[src/design/stl_cfg.svh]
// offsets, field positions, reset values and timing of the travel/torque limit block
`ifndef STL_CFG_SVH
`define STL_CFG_SVH

// register byte offsets
`define STL_OFS_CTRL 8'h00
`define STL_OFS_INT_CCW 8'h04
`define STL_OFS_INT_CW 8'h08
`define STL_OFS_EXT_CCW 8'h0C
`define STL_OFS_EXT_CW 8'h10
`define STL_OFS_TRIAL 8'h14
`define STL_OFS_PRE1 8'h18
`define STL_OFS_PRE2 8'h1C
`define STL_OFS_PRE3 8'h20
`define STL_OFS_PRE4 8'h24
`define STL_OFS_STATUS 8'h28
`define STL_OFS_LIMITS 8'h2C

// field positions
`define STL_CTRL_OT_LSB 0
`define STL_CTRL_SRC_LSB 2
`define STL_ST_READY 0
`define STL_ST_PWR 1
`define STL_ST_CW_INH 2
`define STL_ST_CCW_INH 3
`define STL_ST_MAIN 4
`define STL_ST_SON 5
`define STL_LIM_CW_LSB 16

// pin vector positions
`define STL_PIN_CW_STOP 0
`define STL_PIN_CCW_STOP 1
`define STL_PIN_CW_SEL 2
`define STL_PIN_CCW_SEL 3
`define STL_PIN_PRE_LO 4
`define STL_PIN_PRE_HI 5
`define STL_PIN_SON 6
`define STL_PIN_MAIN 7
`define STL_PIN_COUNT 8

// reset values (percent, two's complement)
`define STL_RST_OT 2'h3
`define STL_RST_SRC 2'h0
`define STL_RST_INT_CCW 10'h12C
`define STL_RST_INT_CW 10'h2D4
`define STL_RST_EXT_CCW 10'h064
`define STL_RST_EXT_CW 10'h39C
`define STL_RST_TRIAL 10'h064
`define STL_RST_PRESET 10'h064

// setting ranges
`define STL_TRQ_MAX 10'h12C
`define STL_TRQ_MIN 10'h2D4
`define STL_SRC_MAX 2'h2

// timing
`define STL_CLK_HZ 25000000
`define STL_READY_DELAY_S 1.5

`endif

[src/design/stl_pkg.sv]
// types of the travel/torque limit block
package stl_pkg;

   typedef logic signed [9:0] stl_trq_t;
   typedef logic signed [10:0] stl_wide_t;

   typedef enum logic [1:0] {
      STL_OT_BOTH = 2'h0,
      STL_OT_CW_ONLY = 2'h1,
      STL_OT_CCW_ONLY = 2'h2,
      STL_OT_NONE = 2'h3
   } stl_ot_e;

   typedef enum logic [1:0] {
      STL_SRC_BASIC = 2'h0,
      STL_SRC_ANALOG = 2'h1,
      STL_SRC_PRESET = 2'h2
   } stl_src_e;

   typedef enum logic [3:0] {
      STL_PWR_OFF = 4'h1,
      STL_PWR_WAIT = 4'h2,
      STL_PWR_RDY = 4'h4,
      STL_PWR_RUN = 4'h8
   } stl_pwr_e;

endpackage : stl_pkg

[src/design/stl_top.sv]
// over-travel gating, torque clamp selection and power-up sequencing
`timescale 1ns/1ps
`default_nettype none
`include "stl_cfg.svh"

module stl_top #(
   parameter int READY_DELAY_CYC = int'(`STL_READY_DELAY_S * `STL_CLK_HZ)
) (
   input wire logic I_CORE_CLK,
   input wire logic I_RESET_N,
   input wire logic [7:0] I_AVS_ADDRESS,
   input wire logic I_AVS_READ,
   input wire logic I_AVS_WRITE,
   input wire logic [31:0] I_AVS_WRITEDATA,
   input wire logic [3:0] I_AVS_BYTEENABLE,
   output logic [31:0] O_AVS_READDATA,
   output logic O_AVS_WAITREQUEST,
   input wire logic I_CLOCKWISE_TRAVEL_STOP_IN,
   input wire logic I_COUNTERCLOCKWISE_TRAVEL_STOP_IN,
   input wire logic I_CW_EXTERNAL_CLAMP_SELECT_IN,
   input wire logic I_CCW_EXTERNAL_CLAMP_SELECT_IN,
   input wire logic I_PRESET_TORQUE_SELECT_LOW,
   input wire logic I_PRESET_TORQUE_SELECT_HIGH,
   input wire logic I_SERVO_ENABLE_IN,
   input wire logic I_MAIN_POWER_OK,
   input wire logic I_ALARM,
   input wire logic I_TRIAL_RUN,
   input wire logic signed [9:0] I_ANALOG_TORQUE,
   input wire logic signed [9:0] I_TORQUE_CMD,
   output logic signed [9:0] O_TORQUE_OUT,
   output logic O_CW_INHIBIT,
   output logic O_CCW_INHIBIT,
   output logic O_READY,
   output logic O_POWER_STAGE_EN
);

   localparam logic [25:0] RDY_LAST = 26'(READY_DELAY_CYC - 1);
   // settings
   stl_pkg::stl_ot_e overtravel_honour_setting_r;
   stl_pkg::stl_src_e torque_clamp_source_select_r;
   stl_pkg::stl_trq_t internal_ccw_torque_clamp_r;
   stl_pkg::stl_trq_t internal_cw_torque_clamp_r;
   stl_pkg::stl_trq_t external_ccw_torque_clamp_r;
   stl_pkg::stl_trq_t external_cw_torque_clamp_r;
   stl_pkg::stl_trq_t trial_run_torque_clamp_r;
   stl_pkg::stl_trq_t preset_torque_r [4];

   // filtered pins and derived state
   logic [`STL_PIN_COUNT-1:0] pins_async;
   logic [`STL_PIN_COUNT-1:0] pins_f;
   stl_pkg::stl_pwr_e pwr_r;
   stl_pkg::stl_pwr_e pwr_nxt;
   logic [25:0] rdy_cnt_r;
   logic ack_r;
   logic req;
   logic wr_ok;
   logic [31:0] rd_nxt;
   stl_pkg::stl_trq_t wr_val;
   stl_pkg::stl_wide_t ccw_nxt;
   stl_pkg::stl_wide_t cw_nxt;
   stl_pkg::stl_wide_t ana_mag;
   stl_pkg::stl_wide_t pre_sel;
   stl_pkg::stl_wide_t cmd_w;
   stl_pkg::stl_wide_t out_nxt;
   logic cw_inh_nxt;
   logic ccw_inh_nxt;
   stl_pkg::stl_trq_t ccw_lim_r;
   stl_pkg::stl_trq_t cw_lim_r;

   function automatic stl_pkg::stl_wide_t smin(stl_pkg::stl_wide_t a, stl_pkg::stl_wide_t b);
      return (a < b) ? a : b;
   endfunction : smin
   function automatic stl_pkg::stl_wide_t smax(stl_pkg::stl_wide_t a, stl_pkg::stl_wide_t b);
      return (a > b) ? a : b;
   endfunction : smax
   // saturate a written percentage into its legal range
   function automatic stl_pkg::stl_trq_t sat(stl_pkg::stl_trq_t v, stl_pkg::stl_trq_t lo,
                                             stl_pkg::stl_trq_t hi);
      return (v < lo) ? lo : ((v > hi) ? hi : v);
   endfunction : sat

   // the eight switch, select, enable and power pins cross into the core clock together; alarm and trial run do not
   assign pins_async = {I_MAIN_POWER_OK, I_SERVO_ENABLE_IN, I_PRESET_TORQUE_SELECT_HIGH,
                        I_PRESET_TORQUE_SELECT_LOW, I_CCW_EXTERNAL_CLAMP_SELECT_IN,
                        I_CW_EXTERNAL_CLAMP_SELECT_IN, I_COUNTERCLOCKWISE_TRAVEL_STOP_IN,
                        I_CLOCKWISE_TRAVEL_STOP_IN};

   stl_sync #(.WIDTH(`STL_PIN_COUNT)) u_pin_sync (
      .i_clk(I_CORE_CLK),
      .i_reset_n(I_RESET_N),
      .i_async(pins_async),
      .o_level(pins_f)
   );

   // bus handshake: one wait state, then the access completes
   assign req = I_AVS_READ | I_AVS_WRITE;
   assign O_AVS_WAITREQUEST = req & ~ack_r;
   assign wr_ok = I_AVS_WRITE & ack_r & (&I_AVS_BYTEENABLE[1:0]);
   assign wr_val = I_AVS_WRITEDATA[9:0];

   always_ff @(posedge I_CORE_CLK or negedge I_RESET_N) begin
      if (!I_RESET_N) begin
         ack_r <= 1'b0;
      end else begin
         ack_r <= req & ~ack_r;
      end
   end

   // read mux; unmapped words read as zero
   always_comb begin
      rd_nxt = 32'h0;
      unique case (I_AVS_ADDRESS)
         `STL_OFS_CTRL: begin
            rd_nxt[`STL_CTRL_OT_LSB +: 2] = overtravel_honour_setting_r;
            rd_nxt[`STL_CTRL_SRC_LSB +: 2] = torque_clamp_source_select_r;
         end
         `STL_OFS_INT_CCW: rd_nxt[9:0] = internal_ccw_torque_clamp_r;
         `STL_OFS_INT_CW: rd_nxt[9:0] = internal_cw_torque_clamp_r;
         `STL_OFS_EXT_CCW: rd_nxt[9:0] = external_ccw_torque_clamp_r;
         `STL_OFS_EXT_CW: rd_nxt[9:0] = external_cw_torque_clamp_r;
         `STL_OFS_TRIAL: rd_nxt[9:0] = trial_run_torque_clamp_r;
         `STL_OFS_PRE1: rd_nxt[9:0] = preset_torque_r[0];
         `STL_OFS_PRE2: rd_nxt[9:0] = preset_torque_r[1];
         `STL_OFS_PRE3: rd_nxt[9:0] = preset_torque_r[2];
         `STL_OFS_PRE4: rd_nxt[9:0] = preset_torque_r[3];
         `STL_OFS_STATUS: begin
            rd_nxt[`STL_ST_READY] = O_READY;
            rd_nxt[`STL_ST_PWR] = O_POWER_STAGE_EN;
            rd_nxt[`STL_ST_CW_INH] = O_CW_INHIBIT;
            rd_nxt[`STL_ST_CCW_INH] = O_CCW_INHIBIT;
            rd_nxt[`STL_ST_MAIN] = pins_f[`STL_PIN_MAIN];
            rd_nxt[`STL_ST_SON] = pins_f[`STL_PIN_SON];
         end
         `STL_OFS_LIMITS: begin
            rd_nxt[9:0] = ccw_lim_r;
            rd_nxt[`STL_LIM_CW_LSB +: 10] = cw_lim_r;
         end
         default: rd_nxt = 32'h0;
      endcase
   end

   // read data is captured in the wait cycle and stands at the completing edge
   always_ff @(posedge I_CORE_CLK or negedge I_RESET_N) begin
      if (!I_RESET_N) begin
         O_AVS_READDATA <= 32'h0;
      end else if (I_AVS_READ && !ack_r) begin
         O_AVS_READDATA <= rd_nxt;
      end
   end

   // control word; source values above two saturate
   // setting resets
   always_ff @(posedge I_CORE_CLK or negedge I_RESET_N) begin
      if (!I_RESET_N) begin
         overtravel_honour_setting_r <= stl_pkg::stl_ot_e'(`STL_RST_OT);
         torque_clamp_source_select_r <= stl_pkg::stl_src_e'(`STL_RST_SRC);
      end else if (wr_ok && I_AVS_ADDRESS == `STL_OFS_CTRL) begin
         overtravel_honour_setting_r <= stl_pkg::stl_ot_e'(I_AVS_WRITEDATA[`STL_CTRL_OT_LSB +: 2]);
         torque_clamp_source_select_r <=
            (I_AVS_WRITEDATA[`STL_CTRL_SRC_LSB +: 2] > `STL_SRC_MAX) ?
            stl_pkg::stl_src_e'(`STL_SRC_MAX) :
            stl_pkg::stl_src_e'(I_AVS_WRITEDATA[`STL_CTRL_SRC_LSB +: 2]);
      end
   end

   // clamp settings, saturated into their ranges on write
   // ranges and resets
   always_ff @(posedge I_CORE_CLK or negedge I_RESET_N) begin
      if (!I_RESET_N) begin
         internal_ccw_torque_clamp_r <= `STL_RST_INT_CCW;
         internal_cw_torque_clamp_r <= `STL_RST_INT_CW;
         external_ccw_torque_clamp_r <= `STL_RST_EXT_CCW;
         external_cw_torque_clamp_r <= `STL_RST_EXT_CW;
         trial_run_torque_clamp_r <= `STL_RST_TRIAL;
      end else if (wr_ok) begin
         unique case (I_AVS_ADDRESS)
            `STL_OFS_INT_CCW: internal_ccw_torque_clamp_r <= sat(wr_val, 10'h000, `STL_TRQ_MAX);
            `STL_OFS_INT_CW: internal_cw_torque_clamp_r <= sat(wr_val, `STL_TRQ_MIN, 10'h000);
            `STL_OFS_EXT_CCW: external_ccw_torque_clamp_r <= sat(wr_val, 10'h000, `STL_TRQ_MAX);
            `STL_OFS_EXT_CW: external_cw_torque_clamp_r <= sat(wr_val, `STL_TRQ_MIN, 10'h000);
            `STL_OFS_TRIAL: trial_run_torque_clamp_r <= sat(wr_val, 10'h000, `STL_TRQ_MAX);
            default: begin
            end
         endcase
      end
   end

   // four preset magnitudes, each one aligned word
   always_ff @(posedge I_CORE_CLK or negedge I_RESET_N) begin
      if (!I_RESET_N) begin
         for (int i = 0; i < 4; i++) begin
            preset_torque_r[i] <= `STL_RST_PRESET;
         end
      end else if (wr_ok && I_AVS_ADDRESS >= `STL_OFS_PRE1 && I_AVS_ADDRESS <= `STL_OFS_PRE4) begin
         preset_torque_r[2'(I_AVS_ADDRESS[7:2] - 6'(`STL_OFS_PRE1 >> 2))] <=
            sat(wr_val, 10'h000, `STL_TRQ_MAX);
      end
   end

   // power sequencing: wait, ready, running
   always_comb begin
      pwr_nxt = pwr_r;
      unique case (pwr_r)
         stl_pkg::STL_PWR_OFF: if (pins_f[`STL_PIN_MAIN]) pwr_nxt = stl_pkg::STL_PWR_WAIT;
         stl_pkg::STL_PWR_WAIT: begin
            if (!pins_f[`STL_PIN_MAIN]) pwr_nxt = stl_pkg::STL_PWR_OFF;
            else if (rdy_cnt_r == RDY_LAST) pwr_nxt = stl_pkg::STL_PWR_RDY;
         end
         stl_pkg::STL_PWR_RDY: begin
            if (!pins_f[`STL_PIN_MAIN]) pwr_nxt = stl_pkg::STL_PWR_OFF;
            else if (pins_f[`STL_PIN_SON] && !I_ALARM) pwr_nxt = stl_pkg::STL_PWR_RUN;
         end
         stl_pkg::STL_PWR_RUN: begin
            if (!pins_f[`STL_PIN_MAIN]) pwr_nxt = stl_pkg::STL_PWR_OFF;
            else if (!pins_f[`STL_PIN_SON] || I_ALARM) pwr_nxt = stl_pkg::STL_PWR_RDY;
         end
         default: pwr_nxt = stl_pkg::STL_PWR_OFF;
      endcase
   end

   always_ff @(posedge I_CORE_CLK or negedge I_RESET_N) begin
      if (!I_RESET_N) begin
         pwr_r <= stl_pkg::STL_PWR_OFF;
      end else begin
         pwr_r <= pwr_nxt;
      end
   end

   // delay counter, restarted on every power loss
   always_ff @(posedge I_CORE_CLK or negedge I_RESET_N) begin
      if (!I_RESET_N) begin
         rdy_cnt_r <= 26'h0000000;
      end else if (pwr_r == stl_pkg::STL_PWR_WAIT && pins_f[`STL_PIN_MAIN]) begin
         rdy_cnt_r <= rdy_cnt_r + 26'h0000001;
      end else begin
         rdy_cnt_r <= 26'h0000000;
      end
   end

   // ready only in ready or running states
   assign O_READY = (pwr_r == stl_pkg::STL_PWR_RDY) || (pwr_r == stl_pkg::STL_PWR_RUN);
   assign O_POWER_STAGE_EN = (pwr_r == stl_pkg::STL_PWR_RUN);
   // honoured stop input open means over-travel
   assign cw_inh_nxt = !pins_f[`STL_PIN_CW_STOP] &&
      (overtravel_honour_setting_r == stl_pkg::STL_OT_BOTH ||
       overtravel_honour_setting_r == stl_pkg::STL_OT_CW_ONLY);
   assign ccw_inh_nxt = !pins_f[`STL_PIN_CCW_STOP] &&
      (overtravel_honour_setting_r == stl_pkg::STL_OT_BOTH ||
       overtravel_honour_setting_r == stl_pkg::STL_OT_CCW_ONLY);

   assign ana_mag = (I_ANALOG_TORQUE < 0) ? -stl_pkg::stl_wide_t'(I_ANALOG_TORQUE) :
                    stl_pkg::stl_wide_t'(I_ANALOG_TORQUE);
   assign pre_sel = stl_pkg::stl_wide_t'(preset_torque_r[{pins_f[`STL_PIN_PRE_HI],
                                                          pins_f[`STL_PIN_PRE_LO]}]);
   assign cmd_w = stl_pkg::stl_wide_t'(I_TORQUE_CMD);

   // bound composition; ccw positive, cw negative
   always_comb begin
      // basic selection by external select inputs
      ccw_nxt = pins_f[`STL_PIN_CCW_SEL] ? stl_pkg::stl_wide_t'(external_ccw_torque_clamp_r) :
                stl_pkg::stl_wide_t'(internal_ccw_torque_clamp_r);
      cw_nxt = pins_f[`STL_PIN_CW_SEL] ? stl_pkg::stl_wide_t'(external_cw_torque_clamp_r) :
               stl_pkg::stl_wide_t'(internal_cw_torque_clamp_r);
      ccw_nxt = smin(ccw_nxt, stl_pkg::stl_wide_t'(internal_ccw_torque_clamp_r));
      cw_nxt = smax(cw_nxt, stl_pkg::stl_wide_t'(internal_cw_torque_clamp_r));
      if (torque_clamp_source_select_r == stl_pkg::STL_SRC_ANALOG) begin
         ccw_nxt = smin(ccw_nxt, ana_mag);
         cw_nxt = smax(cw_nxt, -ana_mag);
      end else if (torque_clamp_source_select_r == stl_pkg::STL_SRC_PRESET) begin
         ccw_nxt = smin(ccw_nxt, pre_sel);
         cw_nxt = smax(cw_nxt, -pre_sel);
      end
      // trial running adds its own symmetric clamp
      if (I_TRIAL_RUN) begin
         ccw_nxt = smin(ccw_nxt, stl_pkg::stl_wide_t'(trial_run_torque_clamp_r));
         cw_nxt = smax(cw_nxt, -stl_pkg::stl_wide_t'(trial_run_torque_clamp_r));
      end
      if (ccw_inh_nxt) ccw_nxt = 11'sh000;
      if (cw_inh_nxt) cw_nxt = 11'sh000;
      out_nxt = (pwr_nxt == stl_pkg::STL_PWR_RUN) ?
                smax(smin(cmd_w, ccw_nxt), cw_nxt) : 11'sh000;
   end

   // bound registered every cycle; output zero while stage off
   always_ff @(posedge I_CORE_CLK or negedge I_RESET_N) begin
      if (!I_RESET_N) begin
         ccw_lim_r <= 10'h000;
         cw_lim_r <= 10'h000;
         O_CW_INHIBIT <= 1'b0;
         O_CCW_INHIBIT <= 1'b0;
         O_TORQUE_OUT <= 10'h000;
      end else begin
         ccw_lim_r <= ccw_nxt[9:0];
         cw_lim_r <= cw_nxt[9:0];
         O_CW_INHIBIT <= cw_inh_nxt;
         O_CCW_INHIBIT <= ccw_inh_nxt;
         O_TORQUE_OUT <= out_nxt[9:0];
      end
   end
endmodule : stl_top
`default_nettype wire

[src/design/stl_sync.sv]
// three-stage input synchroniser with agreement filter
`timescale 1ns/1ps
`default_nettype none

module stl_sync #(
   parameter int WIDTH = 1
) (
   input wire logic i_clk,
   input wire logic i_reset_n,
   input wire logic [WIDTH-1:0] i_async,
   output logic [WIDTH-1:0] o_level
);

   logic [WIDTH-1:0] s1_r;
   logic [WIDTH-1:0] s2_r;
   logic [WIDTH-1:0] s3_r;

   // shift chain; only s2 reads s1
   always_ff @(posedge i_clk or negedge i_reset_n) begin
      if (!i_reset_n) begin
         s1_r <= '0;
         s2_r <= '0;
         s3_r <= '0;
      end else begin
         s1_r <= i_async;
         s2_r <= s1_r;
         s3_r <= s2_r;
      end
   end

   // a bit changes only where the last two stages agree
   always_ff @(posedge i_clk or negedge i_reset_n) begin
      if (!i_reset_n) begin
         o_level <= '0;
      end else begin
         o_level <= (s2_r & s3_r) | (o_level & (s2_r ^ s3_r));
      end
   end

endmodule : stl_sync
`default_nettype wire

[config.mk]
export PLATFORM = sky130hd
export DESIGN_NAME = stl_top
export DESIGN_NICKNAME = d
export VERILOG_FILES = /design/src/design/stl_pkg.sv /design/src/design/stl_top.sv /design/src/design/stl_sync.sv
export VERILOG_INCLUDE_DIRS = /design/src /design/src/design
export SDC_FILE = /design/constraint.sdc
export NUM_CORES = 1
export LEC_CHECK = 0
export BUFFER_PORTS_ARGS = -buffer_cell sky130_fd_sc_hd__buf_4
export CORE_ASPECT_RATIO = 0.9
export CORE_MARGIN = 2
export CORE_UTILIZATION = 55
export CTS_CLUSTER_DIAMETER = 150
export DETAILED_ROUTE_END_ITERATION = 10
export PLACE_DENSITY = 0.75
export REMOVE_ABC_BUFFERS = 1
export SLEW_MARGIN = 20
export SYNTH_ARGS = -nofsm -noshare
export SYNTH_HDL_FRONTEND = slang
export SYNTH_SLANG_ARGS = --single-unit
export TNS_END_PERCENT = 1
[constraint.sdc]
create_clock -name I_CORE_CLK -period 27.4 [get_ports I_CORE_CLK]
set_input_delay 6.85 -clock I_CORE_CLK [delete_from_list [all_inputs] [get_ports I_CORE_CLK]]
set_output_delay 6.85 -clock I_CORE_CLK [all_outputs]
set_load 0.1 [all_outputs]
==> flow_summary.json, run 1 <==
{
  "yosys_warnings": 0,
  "cap_violations": 0,
  "min_path_type": "flop to flop",
  "startpoint_type": "input port",
  "clk_pin_slew_ns": 0.06,
  "cts_resized": 0,
  "synth_flop_cell": "dfrtp_1",
  "hold_viol_final": 0,
  "synth_seq_cells": 202,
  "cpPeakStageDelay_ns": 0.52,
  "root_buffer": "clkbuf_16",
  "rows": 53,
  "syn_avg_cell_area_um2": 8.99,
  "wl_per_cell_um": 20.1,
  "diodes": 0,
  "status": "finished, violations left",
  "r2r_start": "u_pin_sync.o_level[3]",
  "cts.hold.buffers_added": 0,
  "crit_arrival_ns": 17.70,
  "hpwl_mm": 28.3,
  "die_area_mm2": 0.0253,
  "wl_mm": 37.3,
  "worst_pin_slew_ns": 1.09,
  "track_usage_pct": 29.5,
  "route.detailed.drc": 11,
  "yosys.cell_types.count": 77,
  "clk_path_buf_depth": 3,
  "cp-startpoint": "I_ANALOG_TORQUE[0]",
  "period_minus_slack_ns": 17.28,
  "peakVddDrop_v": 0.0000693,
  "pre_cts_ws_ns": 9.79,
  "via_per_inst": 6.19,
  "syn_inst": 1470,
  "place_inst": 1818,
  "ys_seq_area_share_pct": 38.6,
  "drt_iter0_drc": 1281,
  "rsz0062_at_grt": "no",
  "period_share_pct": 63.1,
  "cp.required_ns": 27.82,
  "async_reset_ff_share_pct": 100,
  "slew_headroom_pct": 27.3,
  "antenna_found_initial": 0,
  "grt.overflow.total": 0,
  "start_util_pct": 56.3,
  "numCtsBuffers": 22,
  "clk_latency_ns": 0.52,
  "die_x_um": 167,
  "violations": "DRC",
  "synth_area_mm2": 0.0132,
  "drive_above_1_share_pct": 14.3,
  "slowest_stage": "a211o_1",
  "critical_path_class": "input port to flop",
  "mostFrequentLayoutCell": "nand2_1",
  "crit_fanout": 17,
  "slew_violations": 0,
  "fp.dieH_um": 151,
  "mostFrequentLayoutCells": "207 x nand2_1, 166 x dfrtp_1, 158 x o21ai_0, 111 x ha_1, 109 x nor2_1",
  "coreArea_mm2": 0.0235,
  "drtPass1Iterations": 9,
  "io_pins": 125,
  "timing.fmax_mhz": 57.9,
  "final_core_util_pct": 63.0,
  "cts_tree": "done",
  "cp-end-kind": "flop",
  "clock_sinks": 202,
  "cts_htree_levels": 1,
  "p_per_area_mw_per_mm2": 49.4,
  "place_congestion": 0.945,
  "finalSetupTns_ns": 0,
  "p_leak_nw": 6.69,
  "ant_nets": 0,
  "area_growth_pct": 12.0,
  "grt_pass1_wl_mm": 58.7,
  "stdcell_count": 1858,
  "grt_max_degree": 85,
  "hp-start": "u_pin_sync.s1_r[7]",
  "synth_edf_count": 0,
  "cts_setup_buffers": 0,
  "grt_pass1_vias": 10800,
  "vias": 11500,
  "final.setup_skew_ns": 0.0194,
  "finalSetupViolCount": 0,
  "critPathMostFrequentCell": "ha_1",
  "io_buffers": 88,
  "fin_nets": 1729,
  "fin_ws_ns": 10.12
}
worst max-delay path: cells and delay by family:
family,cells,cell delay (ns)
adders and majority gates,7,2.00
muxes,2,0.84
and+or+nand+nor,11,2.46
AOI/OAI and AO/OA,23,5.02
buffers and inverters,4,0.56
per-stage QoR:
stage	area, µm²	power [mW]	hold WS [ns]
CTS	14800	0.733	0.350
detailed placement	14100	0.443	0.336
global placement	14100	0.440	0.332
finish	14800	0.732	0.348
floorplan	13000	0.402	0.331
global route	14800	0.760	0.351
power by group:
part | switching [mW] | total (mW) | internal (mW) | leakage [nW]
clock | 0.124 | 0.292 | 0.168 | 0.346
combinational | 0.0811 | 0.123 | 0.0420 | 3.75
sequential | 0.00949 | 0.317 | 0.307 | 2.60
layer usage:
layer	part of all wire (%)	up-vias	GRT usage, %
li1	-	5409	-
met2	45	523	46.8
met1	43	5488	41.3
met5	0	-	0
met4	2.9	0	9.13
met3	9.0	76	5.70
flip-flops by register name, summed over array words and instances (netlist names), 9 cells and up:
register                     count
trial_run_torque_clamp_r         9
preset_torque_r                 36
O_TORQUE_OUT                    10
external_cw_torque_clamp_r      10
external_ccw_torque_clamp_r      9
rdy_cnt_r                       26
internal_cw_torque_clamp_r      10
O_AVS_READDATA                  20
ccw_lim_r                       10
cw_lim_r                        10
internal_ccw_torque_clamp_r      9
Yosys cell counts, drive strengths merged (6+ instances only):
cell,count,area share (%)
a2111oi,6,0.41
a211oi,17,1.2
a21o,23,1.3
a21oi,40,1.5
a221oi,17,1.1
a222oi,6,0.45
a22o,14,0.93
a22oi,15,0.85
a31oi,13,0.62
and2,10,0.47
and3,8,0.38
and4,8,0.53
buf,21,1.1
clkbuf,42,1.2
dfrtp,166,31
dfstp,36,7.2
ha,111,11
inv,98,2.8
mux2,25,2.3
mux2i,25,1.9
mux4,9,1.5
nand2,207,5.9
nand2b,19,0.90
nand3,42,1.6
nand3b,6,0.34
nand4,24,1.1
nor2,109,3.1
nor2b,13,0.62
nor3,18,0.68
nor4,11,0.52
o211ai,7,0.40
o21a,9,0.51
o21ai,159,6.0
o2bb2ai,8,0.53
o31ai,7,0.40
or2,9,0.43
xnor2,26,1.7
xor2,22,1.5
path summary, 6_finish.rpt:
check	depth (start not counted)	end	slack, ns
min reg2reg	0	u_pin_sync.s2_r[7]	0.35
min	0	u_pin_sync.s2_r[7]	0.35
min in group asynchronous	1	O_AVS_READDATA[23]	6.32
max reg2reg	48	O_TORQUE_OUT[9]	14.68
max in group asynchronous	3	u_pin_sync.s3_r[4]	19.31
max	47	O_TORQUE_OUT[9]	10.12
kinds of logic (layout without fill, tap and decap cells):
group | count (synthesis) | after routing | synth area share, %
mux | 59 | 59 | 5.76
fa+ha+maj | 111 | 111 | 10.5
xor+xnor | 48 | 48 | 3.18
simple gates | 500 | 500 | 17.5
compound gates | 388 | 388 | 19.4
buf+inv | 161 | 235 | 5.03
flops | 202 | 202 | 38.6
other cells | 1 | 13 | 0.0284
final cells by class:
class | count | area, µm²
fillers | 1943 | 8680
multi-input cells | 1119 | 7500
clock buffers | 31 | 614
well taps | 302 | 378
repair buffers | 97 | 738
inverters | 98 | 368
flip-flops and latches | 202 | 5100
clock inverters | 9 | 104
Note: power is estimated with default switching activity, not from simulation.
==> inputs of run 2 (changes only) <==
==> constraint.sdc (replaced) <==
create_clock -name I_CORE_CLK -period 17.68 [get_ports I_CORE_CLK]
set_input_delay 4.42 -clock I_CORE_CLK [delete_from_list [all_inputs] [get_ports I_CORE_CLK]]
set_output_delay 4.42 -clock I_CORE_CLK [all_outputs]
set_load 0.1 [all_outputs]
==> run 2 against run 1 <==
Clock skew increased by 0.0092 ns. Worst hold slack got worse by 0.00089 ns. First-iteration DRC count increased by 7.8%. Die area unchanged. Cell area increased by 0.44%. The run still ends with DRC left. Combinational power increased by 56%.
==> flow_summary.json, run 2 (synthesis results as in run 1) <==
{
  "fin_ws_ns": 2.84,
  "cpPeakStageDelay_ns": 0.52,
  "fin_nets": 1729,
  "wl_per_cell_um": 20.3,
  "clock_sinks": 202,
  "regMostFlops": "preset_torque_r",
  "worst_pin_slew_ns": 1.07,
  "diodes": 0,
  "grt_pass1_vias": 10800,
  "wl_mm": 37.7,
  "violations": "DRC",
  "coreArea_mm2": 0.0235,
  "die_area_mm2": 0.0253,
  "rsz0062_at_grt": "no",
  "place_inst": 1817,
  "fp.dieH_um": 151,
  "io_buffers": 88,
  "cts.hold.buffers_added": 0,
  "drive_above_1_share_pct": 14.3,
  "status": "finished, violations left",
  "hpwl_mm": 28.4,
  "peakVddDrop_v": 0.0000766,
  "finalSetupViolCount": 0,
  "cts_tree": "done",
  "clk_pin_slew_ns": 0.06,
  "largest_reg_flops": 36,
  "track_usage_pct": 29.6,
  "root_buffer": "clkbuf_16",
  "cp.required_ns": 18.10,
  "critical_path_class": "input port to flop",
  "drtPass1Iterations": 10,
  "die_x_um": 167,
  "crit_arrival_ns": 15.26,
  "period_minus_slack_ns": 14.84,
  "startpoint_type": "input port",
  "cts_setup_buffers": 0,
  "grt.overflow.total": 0,
  "p_leak_nw": 6.72,
  "slowest_stage": "a211o_1",
  "timing.fmax_mhz": 67.4,
  "min_path_cells": 0,
  "period_share_pct": 83.9,
  "stdcell_count": 1858,
  "mostFrequentLayoutCell": "nand2_1",
  "slew_headroom_pct": 28.4,
  "cap_violations": 0,
  "drt_iter0_drc": 1381,
  "power_mw": 1.16,
  "cts_htree_levels": 1,
  "numCtsBuffers": 22,
  "min_path_type": "flop to flop",
  "ant_nets": 0,
  "grt_max_degree": 80,
  "whs_ns": 0.347,
  "critPathMostFrequentCell": "ha_1",
  "antenna_found_initial": 0,
  "via_per_inst": 6.30,
  "hold_viol_final": 0,
  "reg_top3": "preset_torque_r: 36 flops, rdy_cnt_r: 26 flops, O_AVS_READDATA: 20 flops",
  "mostFrequentLayoutCells": "207 x nand2_1, 166 x dfrtp_1, 158 x o21ai_0, 111 x ha_1, 109 x nor2_1",
  "start_util_pct": 56.3,
  "area_growth_pct": 12.5,
  "slew_violations": 0,
  "pre_cts_ws_ns": 2.60,
  "clk_path_buf_depth": 3,
  "route.detailed.drc": 11,
  "clk_latency_ns": 0.53,
  "grt_pass1_wl_mm": 58.8,
  "place_congestion": 0.946,
  "final.setup_skew_ns": 0.0286,
  "rows": 53,
  "vias": 11700,
  "cp-end-kind": "flop",
  "finalSetupTns_ns": 0,
  "p_per_area_mw_per_mm2": 78.3,
  "io_pins": 125,
  "reg2reg_depth": 48,
  "cts_resized": 0,
  "crit_fanout": 17
}
run 2: cell types whose count changed in the layout (fill, tap and decap cells not counted):
cell        change
clkinv_2        -2
bufinv_16       +2
nand3_1         -1
buf_4           -1
clkinvlp_4      -1
inv_6           -1
nand3_2         +1
o221ai_2        +1
buf_8           +1
clkinv_4        +1
o221ai_1        -1
clkbuf_1        +1
run 2: worst paths after layout:
path	startpoint	to	slack, ns
max reg2reg	u_pin_sync.o_level[3]	O_TORQUE_OUT[9]	4.87
min in group asynchronous	I_RESET_N	O_AVS_READDATA[23]	3.89
max in group asynchronous	I_RESET_N	preset_torque_r[37]	11.96
min	u_pin_sync.s1_r[2]	u_pin_sync.s2_r[2]	0.35
max	I_ANALOG_TORQUE[0]	O_TORQUE_OUT[9]	2.84
min reg2reg	u_pin_sync.s1_r[2]	u_pin_sync.s2_r[2]	0.35
run 2: final cells by class:
cell class              count  area (µm²)
fillers                  1998        8610
multi-input cells        1119        7510
flip-flops and latches    202        5100
repair buffers             97         746
clock buffers              32         618
well taps                 302         378
inverters                  98         368
clock inverters             8         146
run 2: layer usage:
layer | vias up | track usage [%] | wire, µm | part of all wire (%)
met4 | 0 | 8.87 | 1180 | 3.1
met2 | 602 | 46.9 | 16900 | 45
li1 | 5422 | - | - | -
met3 | 80 | 4.91 | 3410 | 9.0
met5 | - | 0 | 0 | 0
met1 | 5596 | 42.2 | 16200 | 43
run 2: worst max-delay path, delay by kind of cell:
family / cells / cell delay (ns)
AO/OA/AOI/OAI: 23 / 4.93
AND/OR/NAND/NOR: 11 / 2.52
adder cells (fa/ha/maj): 7 / 1.97
multiplexers: 2 / 0.83
buffers and inverters: 4 / 0.57
run 2: power breakdown:
| group | leakage (nW) | switching [mW] | internal (mW) |
|---|---|---|---|
| Clock | 0.367 | 0.192 | 0.289 |
| Sequential | 2.60 | 0.0156 | 0.476 |
| Combinational | 3.75 | 0.126 | 0.0654 |
run 2: per-stage QoR:
| step | instance area (µm²) | utilization, % |
|---|---|---|
| floorplan | 13000 | - |
| CTS | 14800 | 63.2 |
| finish | 14900 | 63.3 |
| detailed placement | 14100 | 59.9 |
| global route | 14900 | 63.3 |
| global placement | 14100 | 59.9 |
